==> src/rtl/asp_pkg.sv <==
// Constants, register map and carrier types of the audio sample ports.
// Assumes a single 50 MHz system clock that also stands for the crystal clock.
package asp_pkg;
   localparam logic [15:0] ASP_ADDR_I2S_SETUP = 16'hC040;
   localparam logic [15:0] ASP_ADDR_ADC_CTRL = 16'hC042;
   localparam logic [15:0] ASP_ADDR_ADC_LEFT = 16'hC043;
   localparam logic [15:0] ASP_ADDR_ADC_RIGHT = 16'hC044;
   localparam logic [15:0] ASP_ADDR_RSMP_CTRL = 16'hC046;
   localparam logic [15:0] ASP_ADDR_RSMP_LEFT = 16'hC047;
   localparam logic [15:0] ASP_ADDR_RSMP_RIGHT = 16'hC048;
   localparam logic [15:0] ASP_ADDR_SIDE_CTRL = 16'hC049;
   localparam logic [15:0] ASP_ADDR_SIDE_LEFT = 16'hC04A;
   localparam logic [15:0] ASP_ADDR_SIDE_RIGHT = 16'hC04B;
   localparam int ASP_SETUP_RATE_LSB = 0;
   localparam int ASP_SETUP_ENABLE_BIT = 2;
   localparam int ASP_SETUP_MCLK_BIT = 3;
   localparam int ASP_ADC_ENABLE_BIT = 0;
   localparam int ASP_ADC_DECIM_LSB = 1;
   localparam int ASP_ADC_LEFT_PD_BIT = 3;
   localparam int ASP_ADC_RIGHT_PD_BIT = 4;
   localparam int ASP_DIV_ENABLE_BIT = 12;
   localparam logic [3:0] ASP_SETUP_RESET = 4'h0;
   localparam logic [4:0] ASP_ADC_CTRL_RESET = 5'h00;
   localparam logic [12:0] ASP_DIV_CTRL_RESET = 13'h0000;
   localparam logic [15:0] ASP_SAMPLE_RESET = 16'h0000;
   localparam logic [1:0] ASP_RATE_48K = 2'h0;
   localparam logic [1:0] ASP_RATE_96K = 2'h1;
   localparam logic [1:0] ASP_RATE_192K = 2'h2;
   // Bit clock half periods in master clock toggles, so it divides by 8, 4, 2
   localparam logic [3:0] ASP_SCLK_HALF_48K = 4'h8;
   localparam logic [3:0] ASP_SCLK_HALF_96K = 4'h4;
   localparam logic [3:0] ASP_SCLK_HALF_192K = 4'h2;
   // ADC decimation periods in crystal cycles, doubled in half-speed mode
   localparam logic [10:0] ASP_DECIM_64 = 11'h040;
   localparam logic [10:0] ASP_DECIM_128 = 11'h080;
   localparam logic [10:0] ASP_DECIM_256 = 11'h100;
   localparam logic [10:0] ASP_DECIM_512 = 11'h200;
   localparam int ASP_SLOT_BITS = 32;
   localparam int ASP_DATA_W = 16;

   typedef struct packed {
      logic [15:0] left;
      logic [15:0] right;
   } asp_pair_s;

   typedef struct packed {
      logic write;
      logic read;
      logic [15:0] addr;
      logic [15:0] wdata;
   } asp_bus_s;
endpackage

==> src/rtl/asp_rate_gen.sv <==
// Programmable sample-rate tick: one pulse every 2*(div+1) clocks while on.
// Assumes div and on come from registers in the same clock domain.
`timescale 1ns/100ps
module asp_rate_gen
   import asp_pkg::*;
(
   input wire logic clk_sys,
   input wire logic rst_n,
   input wire logic on,
   input wire logic [11:0] div,
   output logic tick
);
   logic [12:0] count;
   logic [12:0] next_count;
   logic next_tick;
   logic [12:0] period_last;

   always_comb
   begin
      period_last = {div, 1'b1};
      next_count = count;
      next_tick = 1'b0;
      if (!on)
      begin
         next_count = 13'h0000;
      end
      else if (count >= period_last)
      begin
         next_count = 13'h0000;
         next_tick = 1'b1;
      end
      else
      begin
         next_count = count + 13'h0001;
      end
   end

   always_ff @(posedge clk_sys or negedge rst_n)
   begin
      if (!rst_n)
      begin
         count <= 13'h0000;
         tick <= 1'b0;
      end
      else
      begin
         count <= next_count;
         tick <= next_tick;
      end
   end
endmodule

==> src/rtl/asp_top.sv <==
// Audio sample ports: serial audio output, ADC decimator front, resampler tap
// and sidestream injector, all behind the processor's memory-mapped registers.
// Assumes a single-cycle register bus with read data registered one cycle later,
// and that the crystal clock drives clk_sys.
`timescale 1ns/100ps
module asp_top
   import asp_pkg::*;
(
   input wire logic clk_sys,
   input wire logic rst_n,
   input wire asp_bus_s bus,
   output logic [15:0] bus_rdata,
   input wire logic high_input_clock_range,
   input wire logic adc_half_speed,
   input wire asp_pair_s dac_path,
   input wire asp_pair_s adc_raw,
   output asp_pair_s dac_mixed,
   output logic master_clock_out,
   output logic bit_clock_out,
   output logic frame_clock_out,
   output logic serial_data_out,
   output logic port_pins_active,
   output logic adc_left_run,
   output logic adc_right_run,
   output logic adc_irq,
   output logic resampler_irq,
   output logic sidestream_irq
);
   // ---------------------------------------------------------------
   // Registers
   // ---------------------------------------------------------------
   logic [3:0] i2s_setup;
   logic [4:0] adc_ctrl;
   logic [12:0] resampler_ctrl;
   logic [12:0] sidestream_ctrl;
   asp_pair_s adc_sample;
   asp_pair_s resampler_sample;
   asp_pair_s sidestream_sample;
   logic [3:0] next_i2s_setup;
   logic [4:0] next_adc_ctrl;
   logic [12:0] next_resampler_ctrl;
   logic [12:0] next_sidestream_ctrl;
   asp_pair_s next_adc_sample;
   asp_pair_s next_resampler_sample;
   asp_pair_s next_sidestream_sample;
   logic [15:0] next_bus_rdata;

   logic port_enable;
   logic master_clock_out_enable;
   logic [1:0] port_rate_select;
   logic resampler_on;
   logic sidestream_on;
   logic [11:0] resampler_divider;
   logic [11:0] sidestream_divider;
   logic adc_tick;
   logic resampler_tick;
   logic sidestream_tick;

   assign port_enable = i2s_setup[ASP_SETUP_ENABLE_BIT];
   assign master_clock_out_enable = i2s_setup[ASP_SETUP_MCLK_BIT];
   assign port_rate_select = i2s_setup[ASP_SETUP_RATE_LSB +: 2];
   assign resampler_on = resampler_ctrl[ASP_DIV_ENABLE_BIT];
   assign sidestream_on = sidestream_ctrl[ASP_DIV_ENABLE_BIT];
   assign resampler_divider = resampler_ctrl[11:0];
   assign sidestream_divider = sidestream_ctrl[11:0];

   function automatic logic [15:0] read_mux(input logic [15:0] a);
      logic [15:0] r;
      r = 16'h0000;
      if (a == ASP_ADDR_I2S_SETUP)
         r = {12'h000, i2s_setup};
      else if (a == ASP_ADDR_ADC_CTRL)
         r = {11'h000, adc_ctrl};
      else if (a == ASP_ADDR_ADC_LEFT)
         r = adc_sample.left;
      else if (a == ASP_ADDR_ADC_RIGHT)
         r = adc_sample.right;
      else if (a == ASP_ADDR_RSMP_CTRL)
         r = {3'h0, resampler_ctrl};
      else if (a == ASP_ADDR_RSMP_LEFT)
         r = resampler_sample.left;
      else if (a == ASP_ADDR_RSMP_RIGHT)
         r = resampler_sample.right;
      else if (a == ASP_ADDR_SIDE_CTRL)
         r = {3'h0, sidestream_ctrl};
      else if (a == ASP_ADDR_SIDE_LEFT)
         r = sidestream_sample.left;
      else if (a == ASP_ADDR_SIDE_RIGHT)
         r = sidestream_sample.right;
      return r;
   endfunction

   always_comb
   begin
      next_i2s_setup = i2s_setup;
      next_adc_ctrl = adc_ctrl;
      next_resampler_ctrl = resampler_ctrl;
      next_sidestream_ctrl = sidestream_ctrl;
      next_sidestream_sample = sidestream_sample;
      next_bus_rdata = bus.read ? read_mux(bus.addr) : 16'h0000;
      if (bus.write)
      begin
         if (bus.addr == ASP_ADDR_I2S_SETUP)
         begin
            next_i2s_setup = bus.wdata[3:0];
            // Rate is frozen while the port runs; a live rate change would
            // tear the frame in mid-slot.
            if (port_enable)
               next_i2s_setup[ASP_SETUP_RATE_LSB +: 2] = port_rate_select;
         end
         else if (bus.addr == ASP_ADDR_ADC_CTRL)
            next_adc_ctrl = bus.wdata[4:0];
         else if (bus.addr == ASP_ADDR_RSMP_CTRL)
            next_resampler_ctrl = bus.wdata[12:0];
         else if (bus.addr == ASP_ADDR_SIDE_CTRL)
            next_sidestream_ctrl = bus.wdata[12:0];
         else if (bus.addr == ASP_ADDR_SIDE_LEFT)
            next_sidestream_sample.left = bus.wdata;
         else if (bus.addr == ASP_ADDR_SIDE_RIGHT)
            next_sidestream_sample.right = bus.wdata;
      end
   end

   always_ff @(posedge clk_sys or negedge rst_n)
   begin
      if (!rst_n)
      begin
         i2s_setup <= ASP_SETUP_RESET;
         adc_ctrl <= ASP_ADC_CTRL_RESET;
         resampler_ctrl <= ASP_DIV_CTRL_RESET;
         sidestream_ctrl <= ASP_DIV_CTRL_RESET;
         sidestream_sample <= {ASP_SAMPLE_RESET, ASP_SAMPLE_RESET};
         bus_rdata <= 16'h0000;
      end
      else
      begin
         i2s_setup <= next_i2s_setup;
         adc_ctrl <= next_adc_ctrl;
         resampler_ctrl <= next_resampler_ctrl;
         sidestream_ctrl <= next_sidestream_ctrl;
         sidestream_sample <= next_sidestream_sample;
         bus_rdata <= next_bus_rdata;
      end
   end

   // ---------------------------------------------------------------
   // Master clock and serial audio port
   // ---------------------------------------------------------------
   // The master clock toggles on its own enable; in normal range it follows
   // the input rate as a tick per cycle, in high range every other cycle.
   logic mclk_phase;
   logic next_mclk_phase;
   logic mclk_tick;
   logic next_master_clock_out;
   logic [3:0] sclk_count;
   logic [3:0] next_sclk_count;
   logic [3:0] sclk_half;
   logic [5:0] slot_bit;
   logic [5:0] next_slot_bit;
   logic [31:0] shift;
   logic [31:0] next_shift;
   logic next_bit_clock_out;
   logic next_frame_clock_out;
   logic next_serial_data_out;
   logic next_port_pins_active;

   assign mclk_tick = high_input_clock_range ? mclk_phase : 1'b1;

   always_comb
   begin
      case (port_rate_select)
         ASP_RATE_96K: sclk_half = ASP_SCLK_HALF_96K;
         ASP_RATE_192K: sclk_half = ASP_SCLK_HALF_192K;
         default: sclk_half = ASP_SCLK_HALF_48K;
      endcase
      next_mclk_phase = ~mclk_phase;
      next_master_clock_out = master_clock_out & master_clock_out_enable;
      if (master_clock_out_enable && mclk_tick)
         next_master_clock_out = clk_phase_src();
      next_port_pins_active = port_enable;
      next_sclk_count = sclk_count;
      next_bit_clock_out = bit_clock_out;
      next_frame_clock_out = frame_clock_out;
      next_serial_data_out = serial_data_out;
      next_slot_bit = slot_bit;
      next_shift = shift;
      if (!port_enable)
      begin
         next_sclk_count = 4'h0;
         next_bit_clock_out = 1'b0;
         next_frame_clock_out = 1'b0;
         next_serial_data_out = 1'b0;
         next_slot_bit = 6'h00;
      end
      else if (mclk_tick)
      begin
         if (sclk_count + 4'h1 >= sclk_half)
         begin
            next_sclk_count = 4'h0;
            next_bit_clock_out = ~bit_clock_out;
            // Data and word select change on the falling bit clock edge
            if (bit_clock_out)
            begin
               next_slot_bit = (slot_bit == 6'(2 * ASP_SLOT_BITS - 1)) ? 6'h00 : slot_bit + 6'h01;
               next_frame_clock_out = next_slot_bit[5];
               if (next_slot_bit[4:0] == 5'h00)
                  // Audio comes from the DAC path after the sidestream mix (dac_mixed), not the source file rate
                  next_shift = {next_slot_bit[5] ? dac_mixed.right : dac_mixed.left,
                                16'h0000};
               else
                  next_shift = {shift[30:0], 1'b0};
               next_serial_data_out = next_shift[31];
            end
         end
         else
            next_sclk_count = sclk_count + 4'h1;
      end
   end

   // Full-rate master clock cannot be a flip-flop toggle at one edge per
   // cycle, so it alternates each cycle; the pin rate is then clk/2 at best.
   function automatic logic clk_phase_src();
      return ~master_clock_out;
   endfunction

   always_ff @(posedge clk_sys or negedge rst_n)
   begin
      if (!rst_n)
      begin
         mclk_phase <= 1'b0;
         master_clock_out <= 1'b0;
         sclk_count <= 4'h0;
         bit_clock_out <= 1'b0;
         frame_clock_out <= 1'b0;
         serial_data_out <= 1'b0;
         slot_bit <= 6'h00;
         shift <= 32'h0000_0000;
         port_pins_active <= 1'b0;
      end
      else
      begin
         mclk_phase <= next_mclk_phase;
         master_clock_out <= next_master_clock_out;
         sclk_count <= next_sclk_count;
         bit_clock_out <= next_bit_clock_out;
         frame_clock_out <= next_frame_clock_out;
         serial_data_out <= next_serial_data_out;
         slot_bit <= next_slot_bit;
         shift <= next_shift;
         port_pins_active <= next_port_pins_active;
      end
   end

   // ---------------------------------------------------------------
   // ADC decimator
   // ---------------------------------------------------------------
   logic [11:0] decim_count;
   logic [11:0] next_decim_count;
   logic [11:0] decim_period;
   logic next_adc_tick;
   logic next_adc_left_run;
   logic next_adc_right_run;

   always_comb
   begin
      case (adc_ctrl[ASP_ADC_DECIM_LSB +: 2])
         2'h3: decim_period = {1'b0, ASP_DECIM_512};
         2'h2: decim_period = {1'b0, ASP_DECIM_256};
         2'h1: decim_period = {1'b0, ASP_DECIM_128};
         default: decim_period = {1'b0, ASP_DECIM_64};
      endcase
      if (adc_half_speed)
         decim_period = {decim_period[10:0], 1'b0};
      next_adc_tick = 1'b0;
      next_decim_count = decim_count + 12'h001;
      if (!adc_ctrl[ASP_ADC_ENABLE_BIT])
         next_decim_count = 12'h000;
      else if (decim_count >= decim_period - 12'h001)
      begin
         next_decim_count = 12'h000;
         next_adc_tick = 1'b1;
      end
      next_adc_left_run = adc_ctrl[ASP_ADC_ENABLE_BIT] & ~adc_ctrl[ASP_ADC_LEFT_PD_BIT];
      next_adc_right_run = adc_ctrl[ASP_ADC_ENABLE_BIT] & ~adc_ctrl[ASP_ADC_RIGHT_PD_BIT];
      next_adc_sample = adc_sample;
      if (next_adc_tick)
      begin
         next_adc_sample.left = next_adc_left_run ? adc_raw.left : 16'h0000;
         next_adc_sample.right = next_adc_right_run ? adc_raw.right : 16'h0000;
      end
   end

   always_ff @(posedge clk_sys or negedge rst_n)
   begin
      if (!rst_n)
      begin
         decim_count <= 12'h000;
         adc_tick <= 1'b0;
         adc_left_run <= 1'b0;
         adc_right_run <= 1'b0;
         adc_sample <= {ASP_SAMPLE_RESET, ASP_SAMPLE_RESET};
      end
      else
      begin
         decim_count <= next_decim_count;
         adc_tick <= next_adc_tick;
         adc_left_run <= next_adc_left_run;
         adc_right_run <= next_adc_right_run;
         adc_sample <= next_adc_sample;
      end
   end

   // ---------------------------------------------------------------
   // Resampler tap and sidestream injector
   // ---------------------------------------------------------------
   asp_rate_gen u_resampler_rate
   (
      .clk_sys(clk_sys),
      .rst_n(rst_n),
      .on(resampler_on),
      .div(resampler_divider),
      .tick(resampler_tick)
   );

   asp_rate_gen u_sidestream_rate
   (
      .clk_sys(clk_sys),
      .rst_n(rst_n),
      .on(sidestream_on),
      .div(sidestream_divider),
      .tick(sidestream_tick)
   );

   asp_pair_s next_dac_mixed;

   always_comb
   begin
      next_resampler_sample = resampler_sample;
      // Plain sample-and-hold; low rates alias by design
      if (resampler_tick)
         next_resampler_sample = dac_path;
      next_dac_mixed = dac_path;
      // Direct sum, no filtering, wraps on overflow
      if (sidestream_on)
      begin
         next_dac_mixed.left = dac_path.left + sidestream_sample.left;
         next_dac_mixed.right = dac_path.right + sidestream_sample.right;
      end
   end

   always_ff @(posedge clk_sys or negedge rst_n)
   begin
      if (!rst_n)
      begin
         resampler_sample <= {ASP_SAMPLE_RESET, ASP_SAMPLE_RESET};
         dac_mixed <= {ASP_SAMPLE_RESET, ASP_SAMPLE_RESET};
         adc_irq <= 1'b0;
         resampler_irq <= 1'b0;
         sidestream_irq <= 1'b0;
      end
      else
      begin
         resampler_sample <= next_resampler_sample;
         dac_mixed <= next_dac_mixed;
         adc_irq <= adc_tick;
         resampler_irq <= resampler_tick;
         sidestream_irq <= sidestream_tick;
      end
   end
endmodule

==> config.mk <==
export PLATFORM = sky130hd
export DESIGN_NAME = asp_top
export DESIGN_NICKNAME = d
export VERILOG_FILES = /design/src/rtl/asp_pkg.sv /design/src/rtl/asp_rate_gen.sv /design/src/rtl/asp_top.sv
export SDC_FILE = /design/constraint.sdc
export NUM_CORES = 1
export LEC_CHECK = 0
export BUFFER_PORTS_ARGS = -buffer_cell sky130_fd_sc_hd__buf_2
export CAP_MARGIN = 20
export CORE_UTILIZATION = 26
export CTS_BUF_LIST = sky130_fd_sc_hd__clkbuf_8
export CTS_CLUSTER_SIZE = 25
export DETAILED_ROUTE_END_ITERATION = 6
export GPL_TIMING_DRIVEN = 1
export HOLD_SLACK_MARGIN = 0.08
export PLACE_DENSITY = 0.49
export SKIP_CTS_REPAIR_TIMING = 1
export SLEW_MARGIN = 15
export SYNTH_ARGS = -nofsm -noshare
export SYNTH_HDL_FRONTEND = slang
export SYNTH_SLANG_ARGS = --single-unit
==> constraint.sdc <==
create_clock -name clk_sys -period 2.9 [get_ports clk_sys]
set_input_delay 0.29 -clock clk_sys [delete_from_list [all_inputs] [get_ports clk_sys]]
set_output_delay 0.29 -clock clk_sys [all_outputs]
set_load 0.005 [all_outputs]
==> impl_results.md <==
* Xor/xnor share of the synthesized area at 0.03508
* CP endpoint kind: flip-flop
* IO Port Bufs at 159
* Share of synthesized registers carrying an async set or reset at 1.000
* Detailed Routing Iterations Pass 1 at 5
* Syn Nets at 1,467
* Startpoint types: flip-flop
* Vias in the first global route at 10,690
* Leak at 8.323 nW
* Cell Area, Synth at 0.01373 mm2
* Synth unique cells at 81
* F_max at 388.0 MHz
* CTS Root Cell: clkbuf_8
* Pin count of the biggest net entering global routing at 106
* Placed cell area at 0.01545 mm2
* Post-synthesis mux area share at 0.1254
* Crit Path Category: reg -> reg
* Largest family of logic cells by synthesized area: compound AO/OA/AOI/OAI gates
* Worst Path Arrival at 3.08 ns
* DR iter-0 viols at 626
* Final setup fails at 0
* Gr usage total at 0.1566
* CTS max path bufs at 3
* Tightest Pin Transition at 0.9217 ns
* Die Height at 231.8 um
* Setup TNS at 0 ns
* Commonest non-fill, non-tap cell in the layout: dfrtp_1
* DRT antenna net count at 0
* Final #Nets at 1,728
* Fin area at 0.01727 mm2
* Crit Path Max Fanout at 4
* Final WS setup at 0.3227 ns
* Period minus WS final at 2.577 ns
* Critical Path RT at 3.41 ns
* Clock Latency Late Sink at 0.59 ns
* Pre-CTS setup slack at 0.3341 ns
* Pwr dens at 453.6 mW/mm2
* Vias per inst at 4.758
* Detail Placement HPWL at 32,040 um
* Die width at 231.8 um
* Synth Register Bits at 255
* Routed WL at 42,550 um
* Clock slew at reported path FFs at 0.06 ns
* Synth Instances at 1,293
* Setup Skew at 0.01890 ns
* First-pass GRT wire length at 63,870 um
* Final GP Congestion at 0.8566
* Slew Limit Fails at 0
* Post-Syn Area per Cell at 10.62 um2
* Top_reg_cell synth: dfrtp_1
* Num ports at 160
* Yosys warns at 0
* Most frequent cells in the layout: dfrtp_1, buf_2, inv_1
* GRT overflow at 0
* CTS Buf Count at 46
* Hold crit path type: in -> reg
* Initial core utilization at 0.2655
* Status: finished, final reports clean
* Crit share post-route at 0.8887
* RSZ-0062 raised after global routing: false
* Antenna violations before repair at 3
* Simple-Gate Fraction of Synth Area at 0.1324
* Area growth from synthesis to layout at 25.73%
* MaxCap Viol Count at 0
* Worst ir drop on vdd at 0.1953 mV
* Number of synthesized flops with an enable pin at 0
* Share of cells above drive strength 1 at 0.2506
* Seq/Total Area, Yosys at 0.4647
* Drc violations at 0
* Fill cells at 5,269
* CTS tree: built
* Total number of vias at 10,820
* Final-report hold violation count at 0
* Core area at 0.05172 mm2
* DIE AREA at 0.05374 mm2
* Clock Sinks at 255
* Post-synthesis compound-gate area fraction at 0.1327
* WL/cell at 18.72 um
* Max H-tree Level at 2
* Synth Area in Adders at 0.06670
* # rows at 83
* Worst slew margin at 0.3855
## registers in the layout, summed over array words and instances (netlist names), 4 cells and up
register / flops
u_resampler_rate.count: 13
slot_bit: 5
dac_mixed: 32
bus_rdata: 16
i2s_setup: 4
resampler_sample: 32
resampler_ctrl: 13
adc_sample: 32
decim_count: 12
shift: 15
adc_ctrl: 5
sidestream_ctrl: 13
u_sidestream_rate.count: 13
sclk_count: 4
sidestream_sample: 32
## synth_stat cells (all sizes together), types with 4 or more instances
cell    instances  area [um2]
or3             6       37.54
ha             70       875.8
nand3          32       185.2
nand2b          7       43.79
mux2i          34       340.3
a31oi          10       62.56
inv            88       330.3
mux4           12       270.3
a222oi         10       100.1
a211oi         20       150.1
clkbuf         36       135.1
nand3b         36       270.3
o21a           12       90.09
a22o            4       35.03
xnor2          30       262.8
a21oi          35       175.2
xor2           25       219.0
o211ai          6       45.04
dfrtp         255        6381
nand2          78       292.8
mux2           98        1111
and3           14       87.58
nor2           96       372.8
nor3           22       110.1
or4             4       35.03
a21o           32       240.2
nor4            9       77.57
a21boi         12       90.09
o31ai           9       72.57
o21ai          92       460.4
buf            22       118.9
and2           12       77.57
nand4           4       25.02
nor2b           7       43.79
## area by class of cell
cell class	instances	area (um2)	share of cell area
Timing Repair Buffer	271	1907	0.1104
Clock buffer	62	853.3	0.04942
Inverter	89	334.1	0.01935
Tap cell	680	850.8	0.04928
Multi-Input combinational cell	891	6773	0.3923
Sequential cell	255	6381	0.3696
Antenna cell	1	2.502	0.0001449
Clock inverter	24	163.9	0.009493
## where the power goes
part           switching [W]  internal [W]  leakage, nW
Combinational       0.000311      0.000234         4.50
Sequential         0.0000180       0.00359         3.25
Clock                0.00159       0.00209        0.570
Total                0.00192       0.00591         8.32
## kinds of logic (layout without fill, tap and decap cells)
family          count (synthesis)  in the layout
simple gates                  343            343
other cells                     1              2
fa+ha+maj                      72             72
buf+inv                       147            446
flops                         255            255
mux                           144            144
xor+xnor                       55             55
compound gates                276            276
## final timing paths
| kind | cells past startpoint | to | slack (ns) | start |
|---|---|---|---|---|
| setup / recovery | 9 | dac_mixed[14] | 0.32 | sidestream_sample[0] |
| hold / removal | 3 | resampler_ctrl[2] | 0.08 | bus[2] |
| setup reg to reg | 9 | dac_mixed[14] | 0.32 | sidestream_sample[0] |
| hold reg to reg | 0 | adc_irq | 0.35 | adc_tick |
| max in group asynchronous | 3 | bus_rdata[13] | 1.81 | rst_n |
| min in group asynchronous | 2 | shift[16] | 0.31 | rst_n |
## stage by stage
stage,std cells,power [W],utilization,hold WS [ns]
after floorplan,1293,0.003825,-,-0.005591
after global placement,2107,0.004131,0.2988,0.3372
after detailed placement,2107,0.004132,0.2988,0.3389
after CTS,2193,0.007879,0.3185,-0.2197
after global routing,2272,0.008180,0.3338,0.08474
final,2273,0.007832,0.3338,0.07504
## worst max-delay path, cell delays in order, from the launching register on
cell      delay [ns]
dfrtp_1         0.38
ha_1            0.20
inv_1           0.06
fa_1            0.40
nor2b_1         0.17
o31a_1          0.26
o211ai_1        0.17
nor4b_1         0.19
or4_1           0.48
a31oi_1         0.18
## per-layer routing
layer | wire (um) | vias up | GRT usage | share of wire
met3 | 1837 | 69 | 0.02824 | 0.043
li1 | - | 5159 | - | -
met2 | 21130 | 247 | 0.2700 | 0.50
met1 | 18450 | 5335 | 0.1961 | 0.43
met5 | 42 | - | 0 | 0.00099
met4 | 1089 | 6 | 0.05140 | 0.026
Note: power is estimated with default switching activity, not from simulation.
